File: src/afc_params.svh
// Constants of the frame, chop and converter control block.
// Assumes inclusion by bare name from the top module.
`ifndef AFC_PARAMS_SVH
`define AFC_PARAMS_SVH
// Register byte addresses
`define AFC_OFS_SLOTS 16'h2100
`define AFC_OFS_SEL_LAST 16'h2105
`define AFC_OFS_CHOP 16'h2106
`define AFC_OFS_FMT 16'h210c
`define AFC_OFS_RATE 16'h2200
`define AFC_OFS_PRE 16'h2704
`define AFC_OFS_RMT 16'h2709
// Field positions
`define AFC_SLOTS_LSB 4
`define AFC_CHOP_LSB 2
`define AFC_FIRLEN_LSB 1
`define AFC_DIFF0_BIT 4
`define AFC_RATE_BIT 5
`define AFC_PRE_BIT 5
`define AFC_RMT_LSB 3
// Reset value of every control byte
`define AFC_REG_RST 8'h00
// Counts and widths
`define AFC_MAX_SLOTS 4'hb
`define AFC_STORE_SHIFT 9
`define AFC_RES_SHORT 21
`define AFC_RES_LONG 22
`define AFC_FIRLEN_SHORT 2'h1
`define AFC_RMT_ADDR_BASE 4'hc
`endif

File: src/afc_pkg.sv
// Types of the frame, chop and converter control block.
// Assumes the constants header sits in the same folder.
package afc_pkg;
   // Frame sequencer states
   typedef enum logic [1:0] {
      AFC_ST_SLOT = 2'b00,
      AFC_ST_WAIT = 2'b01,
      AFC_ST_EXTRA = 2'b10
   } afc_state_t;
   // Reference chop modes
   typedef enum logic [1:0] {
      AFC_CHOP_AUTO = 2'b00,
      AFC_CHOP_LOW = 2'b01,
      AFC_CHOP_HIGH = 2'b10,
      AFC_CHOP_FRAME = 2'b11
   } afc_chop_t;
endpackage

File: src/afc_fifo_if.sv
// Valid/ready carrier between the control block and its result FIFO.
// Assumes both ends run on the same clock.
`timescale 1ns/1ns
interface afc_fifo_if #(parameter int W = 36);
   logic in_valid;
   logic in_ready;
   logic [W-1:0] in_data;
   logic out_valid;
   logic out_ready;
   logic [W-1:0] out_data;
   modport fifo (input in_valid, in_data, out_ready, output in_ready, out_valid, out_data);
   modport user (output in_valid, in_data, out_ready, input in_ready, out_valid, out_data);
endinterface

File: src/afc_top.sv
// Frame sequencer, reference chop control and result store of one converter.
// Assumes converter, remote modulators and CE RAM port share clk.
`timescale 1ns/1ns
`include "afc_params.svh"
module afc_top #(
   parameter int NRMT = 3,
   parameter int FIFO_DEPTH = 16,
   parameter int ACC_W = 16
) (
   input wire logic clk,
   input wire logic nrst,
   input wire logic [15:0] io_addr,
   input wire logic io_we,
   input wire logic [7:0] io_wdata,
   output logic [7:0] io_rdata,
   input wire logic slow_tick_clock,
   output logic conv_start,
   output logic [3:0] conv_input,
   output logic [1:0] decimator_length,
   input wire logic conv_valid,
   input wire logic [21:0] conv_data,
   output logic conv_ready,
   input wire logic [NRMT-1:0] rmt_bit,
   output logic [NRMT-1:0] remote_pair_enable,
   output logic preamp_gain8,
   output logic preamp_power,
   output logic pair0_differential_enable,
   output logic bias_rate_sel,
   input wire logic [7:0] accum_frames,
   output logic chop_polarity,
   output logic frame_sync,
   output logic ce_start,
   output logic ce_wr_valid,
   input wire logic ce_wr_ready,
   output logic [3:0] ce_wr_addr,
   output logic [31:0] ce_wr_data
);
   import afc_pkg::*;

   // **********************************
   // Register file
   // **********************************
   // Bytes 0x2100..0x2106 live in one small array, index = offset - base
   logic [7:0] mux_q [7];
   logic [7:0] fmt_q;
   logic [7:0] rate_q;
   logic [7:0] pre_q;
   logic [7:0] rmt_q;
   logic [7:0] rd_d;
   wire [15:0] mux_idx = io_addr - `AFC_OFS_SLOTS;
   wire hit_mux = (io_addr >= `AFC_OFS_SLOTS) && (io_addr <= `AFC_OFS_CHOP);
   wire hit_fmt = (io_addr == `AFC_OFS_FMT);
   wire hit_rate = (io_addr == `AFC_OFS_RATE);
   wire hit_pre = (io_addr == `AFC_OFS_PRE);
   wire hit_rmt = (io_addr == `AFC_OFS_RMT);

   // Write decode per mapped byte
   always_ff @(posedge clk)
   begin
      if (!nrst)
      begin
         for (int i = 0; i < 7; i++)
            mux_q[i] <= `AFC_REG_RST;
         fmt_q <= `AFC_REG_RST;
         rate_q <= `AFC_REG_RST;
         pre_q <= `AFC_REG_RST;
         rmt_q <= `AFC_REG_RST;
      end
      else if (io_we)
      begin
         if (hit_mux)
            mux_q[mux_idx[2:0]] <= io_wdata;
         if (hit_fmt)
            fmt_q <= io_wdata;
         if (hit_rate)
            rate_q <= io_wdata;
         if (hit_pre)
            pre_q <= io_wdata;
         if (hit_rmt)
            rmt_q <= io_wdata;
      end
   end

   // Read mux; unmapped addresses read zero
   always_comb
   begin
      rd_d = 8'h00;
      if (hit_mux)
         rd_d = mux_q[mux_idx[2:0]];
      else if (hit_fmt)
         rd_d = fmt_q;
      else if (hit_rate)
         rd_d = rate_q;
      else if (hit_pre)
         rd_d = pre_q;
      else if (hit_rmt)
         rd_d = rmt_q;
   end

   // Read data is registered, one cycle behind the address
   always_ff @(posedge clk)
   begin
      if (!nrst)
         io_rdata <= 8'h00;
      else
         io_rdata <= rd_d;
   end

   // **********************************
   // Static analog controls
   // **********************************
   // Preamp gain and power both come from one shared bit, the differential bit is separate
   assign preamp_gain8 = pre_q[`AFC_PRE_BIT];
   assign preamp_power = pre_q[`AFC_PRE_BIT];
   assign pair0_differential_enable = fmt_q[`AFC_DIFF0_BIT];
   assign bias_rate_sel = rate_q[`AFC_RATE_BIT];
   assign decimator_length = fmt_q[`AFC_FIRLEN_LSB +: 2];
   assign remote_pair_enable = rmt_q[`AFC_RMT_LSB +: NRMT];

   // **********************************
   // Slow tick synchroniser
   // **********************************
   // Pin is asynchronous; stage one feeds only stage two
   logic tk1_q;
   logic tk2_q;
   logic tk3_q;
   always_ff @(posedge clk)
   begin
      if (!nrst)
      begin
         tk1_q <= 1'b0;
         tk2_q <= 1'b0;
         tk3_q <= 1'b0;
      end
      else
      begin
         tk1_q <= slow_tick_clock;
         tk2_q <= tk1_q;
         tk3_q <= tk2_q;
      end
   end
   wire tick_rise = tk2_q && !tk3_q;

   // **********************************
   // Frame sequencer
   // **********************************
   afc_state_t st_q;
   logic [3:0] slot_q;
   logic busy_q;
   logic [7:0] shd_q [6];
   afc_chop_t chop_mode_q;
   // Slot and chop settings seen by a running frame come from the shadow copy only
   wire [3:0] slots_raw = shd_q[0][`AFC_SLOTS_LSB +: 4];
   wire [3:0] nslots = (slots_raw > `AFC_MAX_SLOTS) ? `AFC_MAX_SLOTS : slots_raw;
   // Slot n sits in byte 0x2105 - n/2, even slots in the low nibble
   wire [2:0] sel_byte = 3'h5 - {1'b0, slot_q[2:1]} - {2'b00, slot_q[3]} * 3'h4;
   wire [7:0] sel_reg = shd_q[sel_byte];
   assign conv_input = slot_q[0] ? sel_reg[7:4] : sel_reg[3:0];
   wire slot_live = (st_q == AFC_ST_SLOT) && (slot_q < nslots);
   // A conversion starts only from the sequencer, once per slot
   assign conv_start = slot_live && !busy_q;
   wire fifo_in_ready;
   assign conv_ready = busy_q && fifo_in_ready;
   wire conv_take = conv_valid && conv_ready;
   wire last_slot = ({1'b0, slot_q} + 5'h01) >= {1'b0, nslots};
   wire enter_extra = (st_q == AFC_ST_WAIT) && tick_rise;
   wire leave_extra = (st_q == AFC_ST_EXTRA) && tick_rise;

   // State register; an empty frame goes straight to the tail wait
   always_ff @(posedge clk)
   begin
      if (!nrst)
      begin
         st_q <= AFC_ST_WAIT;
         slot_q <= 4'h0;
         busy_q <= 1'b0;
      end
      else
      begin
         case (st_q)
            AFC_ST_SLOT:
            begin
               if (!slot_live)
                  st_q <= AFC_ST_WAIT;
               else if (conv_start)
                  busy_q <= 1'b1;
               else if (conv_take)
               begin
                  busy_q <= 1'b0;
                  slot_q <= slot_q + 4'h1;
                  if (last_slot)
                     st_q <= AFC_ST_WAIT;
               end
            end
            AFC_ST_WAIT:
               if (tick_rise)
                  st_q <= AFC_ST_EXTRA;
            AFC_ST_EXTRA:
               if (tick_rise)
               begin
                  st_q <= AFC_ST_SLOT;
                  slot_q <= 4'h0;
               end
            default:
               st_q <= AFC_ST_WAIT;
         endcase
      end
   end

   // Shadow copy taken as a frame begins, so a frame never mixes slot or chop settings
   always_ff @(posedge clk)
   begin
      if (!nrst)
      begin
         for (int i = 0; i < 6; i++)
            shd_q[i] <= `AFC_REG_RST;
         chop_mode_q <= AFC_CHOP_AUTO;
      end
      else if (leave_extra)
      begin
         for (int i = 0; i < 6; i++)
            shd_q[i] <= mux_q[i];
         chop_mode_q <= afc_chop_t'(mux_q[6][`AFC_CHOP_LSB +: 2]);
      end
   end

   // Frame sync high for the whole extra cycle; its rise starts the CE pass
   always_ff @(posedge clk)
   begin
      if (!nrst)
      begin
         frame_sync <= 1'b0;
         ce_start <= 1'b0;
      end
      else
      begin
         frame_sync <= (st_q == AFC_ST_EXTRA && !tick_rise) || enter_extra;
         ce_start <= enter_extra;
      end
   end

   // **********************************
   // Reference chop polarity
   // **********************************
   // Interval parity says whether this accumulation interval ends high or low
   logic [7:0] fcnt_q;
   logic par_q;
   logic chop_d;
   wire last_frame = ({1'b0, fcnt_q} + 9'h001) >= {1'b0, accum_frames};
   always_comb
   begin
      case (chop_mode_q)
         AFC_CHOP_LOW:
            chop_d = 1'b0;
         AFC_CHOP_HIGH:
            chop_d = 1'b1;
         AFC_CHOP_AUTO:
            chop_d = last_frame ? !par_q : !chop_polarity;
         AFC_CHOP_FRAME:
            chop_d = last_frame ? chop_polarity : !chop_polarity;
         default:
            chop_d = chop_polarity;
      endcase
   end

   // Polarity moves only at the start of the extra cycle
   always_ff @(posedge clk)
   begin
      if (!nrst)
      begin
         chop_polarity <= 1'b0;
         fcnt_q <= 8'h00;
         par_q <= 1'b0;
      end
      else if (enter_extra)
      begin
         chop_polarity <= chop_d;
         fcnt_q <= last_frame ? 8'h00 : fcnt_q + 8'h01;
         if (last_frame)
            par_q <= !par_q;
      end
   end

   // **********************************
   // Remote sensor decimators
   // **********************************
   // A first-order count of ones per frame; a limitation, not a full FIR
   logic [NRMT-1:0] pend_q;
   logic [ACC_W-1:0] hold_q [NRMT];
   logic [NRMT-1:0] pick;
   logic [1:0] pick_idx;
   wire rmt_push = (|pend_q) && !busy_q && fifo_in_ready;
   genvar g;
   generate
      for (g = 0; g < NRMT; g++)
      begin : g_rmt
         logic b1_q;
         logic b2_q;
         logic [ACC_W-1:0] acc_q;
         wire take = rmt_push && pick[g];
         // Stream sync, count, and hand-off at the frame end
         always_ff @(posedge clk)
         begin
            if (!nrst)
            begin
               b1_q <= 1'b0;
               b2_q <= 1'b0;
               acc_q <= '0;
               hold_q[g] <= '0;
               pend_q[g] <= 1'b0;
            end
            else
            begin
               b1_q <= rmt_bit[g];
               b2_q <= b1_q;
               if (enter_extra)
               begin
                  hold_q[g] <= acc_q;
                  acc_q <= '0;
               end
               else if (remote_pair_enable[g] && st_q != AFC_ST_EXTRA)
                  acc_q <= acc_q + ACC_W'(b2_q);
               // A new frame result wins over a clear in the same cycle
               if (enter_extra && remote_pair_enable[g])
                  pend_q[g] <= 1'b1;
               else if (take)
                  pend_q[g] <= 1'b0;
            end
         end
      end
   endgenerate

   // Lowest pending remote goes first
   always_comb
   begin
      pick = '0;
      pick_idx = 2'h0;
      for (int i = NRMT - 1; i >= 0; i--)
         if (pend_q[i])
         begin
            pick = '0;
            pick[i] = 1'b1;
            pick_idx = 2'(i);
         end
   end

   // **********************************
   // Result formatting and store FIFO
   // **********************************
   // Short results are sign-extended from bit 20 before the shift
   wire short_res = (decimator_length == `AFC_FIRLEN_SHORT);
   wire [21:0] res_ext = short_res ?
      {conv_data[`AFC_RES_SHORT-1], conv_data[`AFC_RES_SHORT-1:0]} : conv_data;
   wire [21:0] rmt_ext = 22'(hold_q[pick_idx]);
   wire [21:0] res_sel = conv_take ? res_ext : rmt_ext;
   wire [31:0] res_sh = {{(32 - `AFC_RES_LONG - `AFC_STORE_SHIFT){res_sel[21]}},
      res_sel, {`AFC_STORE_SHIFT{1'b0}}};
   // Local slot results own the port; remotes fill the gaps between them
   wire [3:0] res_addr = conv_take ? conv_input : `AFC_RMT_ADDR_BASE + {2'b00, pick_idx};
   afc_fifo_if #(.W(36)) rq();
   assign rq.in_valid = conv_take || rmt_push;
   assign rq.in_data = {res_addr, res_sh};
   assign fifo_in_ready = rq.in_ready;
   assign rq.out_ready = ce_wr_ready;
   assign ce_wr_valid = rq.out_valid;
   assign ce_wr_addr = rq.out_data[35:32];
   assign ce_wr_data = rq.out_data[31:0];

   // Back-pressure from the CE port reaches conv_ready through the FIFO
   afc_fifo #(.W(36), .DEPTH(FIFO_DEPTH), .AW($clog2(FIFO_DEPTH))) u_fifo (
      .clk(clk),
      .nrst(nrst),
      .f(rq.fifo)
   );
endmodule

File: src/afc_fifo.sv
// Result FIFO: DEPTH words in storage plus one registered output word.
// Assumes a single clock and synchronous active-low reset.
`timescale 1ns/1ns
module afc_fifo #(
   parameter int W = 36,
   parameter int DEPTH = 16,
   parameter int AW = 4
) (
   input wire logic clk,
   input wire logic nrst,
   afc_fifo_if.fifo f
);
   logic [W-1:0] mem [DEPTH];
   logic [AW-1:0] wp_q;
   logic [AW-1:0] rp_q;
   logic [AW:0] cnt_q;
   logic ov_q;
   logic [W-1:0] od_q;
   wire push = f.in_valid && f.in_ready;
   wire load = (cnt_q != '0) && (!ov_q || f.out_ready);
   assign f.in_ready = (cnt_q != (AW+1)'(DEPTH));
   assign f.out_valid = ov_q;
   assign f.out_data = od_q;
   // Storage array, no reset needed on data
   always_ff @(posedge clk)
   begin
      if (push)
         mem[wp_q] <= f.in_data;
   end
   // Pointers, count and the output register
   always_ff @(posedge clk)
   begin
      if (!nrst)
      begin
         wp_q <= '0;
         rp_q <= '0;
         cnt_q <= '0;
         ov_q <= 1'b0;
         od_q <= '0;
      end
      else
      begin
         if (push)
            wp_q <= wp_q + 1'b1;
         if (load)
         begin
            rp_q <= rp_q + 1'b1;
            od_q <= mem[rp_q];
            ov_q <= 1'b1;
         end
         else if (f.out_ready)
            ov_q <= 1'b0;
         cnt_q <= cnt_q + (AW+1)'(push) - (AW+1)'(load);
      end
   end
endmodule

File: config.mk
export PLATFORM = sky130hd
export DESIGN_NAME = afc_top
export DESIGN_NICKNAME = d
export VERILOG_FILES = /design/src/afc_pkg.sv /design/src/afc_fifo_if.sv /design/src/afc_top.sv /design/src/afc_fifo.sv
export VERILOG_INCLUDE_DIRS = /design/src
export SDC_FILE = /design/constraint.sdc
export NUM_CORES = 1
export LEC_CHECK = 0
export BUFFER_PORTS_ARGS = -buffer_cell sky130_fd_sc_hd__buf_4
export CAP_MARGIN = 20
export CORE_ASPECT_RATIO = 0.75
export CORE_UTILIZATION = 47
export CTS_CLUSTER_SIZE = 20
export DETAILED_ROUTE_END_ITERATION = 16
export PLACE_DENSITY = 0.65
export SYNTH_ARGS = -nofsm -noshare
export SYNTH_HDL_FRONTEND = slang
export SYNTH_SLANG_ARGS = --single-unit
File: constraint.sdc
create_clock -name clk -period 10.3 [get_ports clk]
set_clock_uncertainty 0.1 [all_clocks]
set_input_delay 1.03 -clock clk [delete_from_list [all_inputs] [get_ports clk]]
set_output_delay 1.03 -clock clk [all_outputs]
set_load 0.01 [all_outputs]
==> summary.md <==
| Metric | Value |
|---|---|
| Nets@finish | `2348` |
| Vias per inst | `5.645` |
| Num ports | `126` |
| Nature of the critical path endpoint | `output port` |
| Clk root buf | `clkbuf_16` |
| Final setup vio count | `0` |
| # clock sinks | `737` |
| Vias | `17870` |
| Lkg Pwr | `12.21 nW` |
| Synth warnings | `0` |
| Top-count cell post-synth | `edfxtp_1` |
| WL/cell | `22.33 um` |
| Maximum VDD drop | `0.0001285 V` |
| Setup slack after layout | `6.392 ns` |
| Crit Path Max Fanout | `13` |
| Largest family of logic cells by synthesized area | `multiplexers` |
| Setup CP Type | `reg -> out` |
| Post-synthesis register bit count | `737` |
| Cells after synthesis | `2123` |
| Port Buf Inserts | `116` |
| Count of pins over their slew limit | `0` |
| Vias in the first global route | `17500` |
| Gr usage total | `21.39%` |
| Post-synth EDFFs | `568` |
| Rel. slew slack | `29.18%` |
| CORE AREA | `0.06416 mm2` |
| Initial Utilization | `47.93%` |
| Outcome | `completed` |
| Area Growth Syn to Fin | `13.88%` |
| Share of post-route cells with drive strength above 1 | `19.53%` |
| Largest net degree at the start of global routing | `97` |
| Mean Syn Cell Area | `14.49 um2` |
| Xor-xnor portion of the synthesized cell area | `1.566%` |
| CTS H-tree depth | `3` |
| Synth Flop Type | `edfxtp_1` |
| Sequential area share after synthesis | `66.47%` |
| R2r endpoint | `u_fifo.mem[0][19]$_DFFE_PP_` |
| 1st-pass router iterations | `8` |
| Post-CTS sizing | `0` |
| # hold bufs at CTS | `0` |
| WP data required | `9.17 ns` |
| Starting DRT DRC Count | `1531` |
| Overall Power | `0.007484 W` |
| Critical path startpoint | `slot_q[0]$_SDFFE_PN0P_` |
| Max Cap Viol | `0` |
| Antenna viol nets, final | `0` |
| WL final | `70700 um` |
| Post-synthesis cell type count | `75` |
| CP Launch Type | `flip-flop` |
| Max clock buf depth | `3` |
| Synth Area in Adders | `1.684%` |
| GPL Wtd Cong | `0.8411` |
| Chip height | `223.5 um` |
| R2R Path Start | `u_fifo.cnt_q[2]$_SDFF_PN0_` |
| HP Class | `reg -> reg` |
| Antenna violations before repair | `0` |
| Min Tclk post-route | `3.908 ns` |
| DPL Wire Length | `45340 um` |
| Reg-to-reg slack, setup | `6.58 ns` |
| CTS tree | `done` |
| Worst-path clk slew | `0.06 ns` |
| CP arrival | `2.78 ns` |
| Setup TNS | `0 ns` |
| Async SR Flop Fraction | `0%` |
| Slew @ Worst Pin | `1.062 ns` |
| Hold_ws | `0.3327 ns` |
| Pre-CTS WS | `6.225 ns` |
| Fmax | `255.9 MHz` |
| Top cell type's share of synthesized area | `55.46%` |
| Multiplexer share of the synthesized area | `12.63%` |
| CTS Buf Count | `73` |
| Crit path to | `conv_start` |
| Top post-synthesis cells by count | `568 x edfxtp_1, 198 x nor2_1, 169 x dfxtp_1, 154 x and2_1, 146 x mux2i_1` |
| Top post-synthesis cells by area | `edfxtp_1 55%, dfxtp_1 11%, mux4_2 5.9%` |
| Mapped Area | `0.03075 mm2` |
| First-pass GRT wire length | `106900 um` |
| Synth Area in Compound Gates | `5.155%` |
| Skew-Pair Late Insertion Delay | `0.61 ns` |
| Post-CTS setup buffer count | `0` |
| Final hold violations | `0` |
| Post-synthesis simple-gate area fraction | `10.00%` |
| GRT overflow | `0` |
| Die area | `0.06647 mm2` |
| Period utilisation layout | `37.94%` |
| Die X | `297.4 um` |
| R2R depth | `8` |
| Area leader, netlist | `edfxtp_1` |
| # DRC | `0` |
| P per Cell Area | `213.7 mW/mm2` |
| RSZ-0062 raised after global routing | `no` |
| FP Rows | `80` |
## how the worst min path moves through the flow
stage                                     to  depth (start not counted)                     start
floorplan           g_rmt[0].b2_q$_SDFF_PN0_                          1  g_rmt[0].b1_q$_SDFF_PN0_
finish              g_rmt[1].b2_q$_SDFF_PN0_                          1  g_rmt[1].b1_q$_SDFF_PN0_
CTS                 g_rmt[1].b2_q$_SDFF_PN0_                          1  g_rmt[1].b1_q$_SDFF_PN0_
global route                tk2_q$_SDFF_PN0_                          1          tk1_q$_SDFF_PN0_
global placement            tk2_q$_SDFF_PN0_                          1          tk1_q$_SDFF_PN0_
detailed placement  g_rmt[1].b2_q$_SDFF_PN0_                          1  g_rmt[1].b1_q$_SDFF_PN0_
## placed cells by master, fill, tap and decap left out, types with 29 or more instances in the layout
cell type	count
edfxtp_1	568
nor2_1	183
dfxtp_1	165
buf_4	163
and2_1	154
mux2i_1	146
nand2_1	88
mux4_2	80
clkbuf_16	77
a21oi_1	75
mux2_2	55
o21ai_0	43
ha_1	39
xor2_1	36
a211oi_1	31
inv_1	30
clkbuf_1	29
## power breakdown
part / internal, W / switching [W]
logic: 0.000612 / 0.000781
registers: 0.00335 / 0.000124
clock network: 0.00153 / 0.00108
## cells by family (layout without fill, tap and decap cells)
group | Yosys count | in the layout
other | 1 | 18
multiplexers | 281 | 281
XOR/XNOR | 55 | 55
buffers and inverters | 169 | 334
AND/OR/NAND/NOR | 595 | 595
adder cells (fa/ha/maj) | 41 | 41
flip-flops | 737 | 737
AO/OA/AOI/OAI | 244 | 244
## flip-flops by register name, summed over array words and instances, names as in the netlist, 2 cells and up
signal,count
u_fifo.mem,416
mux_q,64
g_rmt.acc_q,48
hold_q,48
shd_q,48
u_fifo.f.out_data,26
fcnt_q,8
fmt_q,8
io_rdata,8
pre_q,8
rate_q,8
rmt_q,8
u_fifo.cnt_q,5
slot_q,4
u_fifo.rp_q,4
u_fifo.wp_q,4
g_rmt.b1_q,3
g_rmt.b2_q,3
pend_q,3
chop_mode_q,2
st_q,2
## critical path, cell delays in order, from the launching register on
cell and delay (ns):
dfxtp_1 0.69, inv_1 0.26, ha_1 0.29, nand2b_1 0.15, a21oi_1 0.48, nor3_1 0.11
buf_4 0.18
## cell type report
type | count | area, um2
fillers | 5086 | 29140
flip-flops and latches | 737 | 20450
multi-input cells | 1233 | 9704
clock buffers | 117 | 2187
repair buffers | 168 | 1304
well taps | 861 | 1077
clock inverters | 17 | 172.7
inverters | 32 | 122.6
diodes | 1 | 2.502
## metal layers
metal  global-route usage [%]  part of all wire [%]
met5                        0                     0
met4                    4.373                   1.7
met3                    4.811                   8.8
met2                    30.67                    43
met1                    33.14                    47
## metrics by stage
step / instances / utilization (%) / instance area (um2)
2_1_floorplan: 2139 / - / 30810
6_report: 3166 / 54.58 / 35020
3_3_place_gp: 3024 / 50.75 / 32560
5_1_grt: 3165 / 54.58 / 35020
3_5_place_dp: 3026 / 50.79 / 32590
4_1_cts: 3160 / 54.46 / 34940
Power figures use the tool's default switching activity.
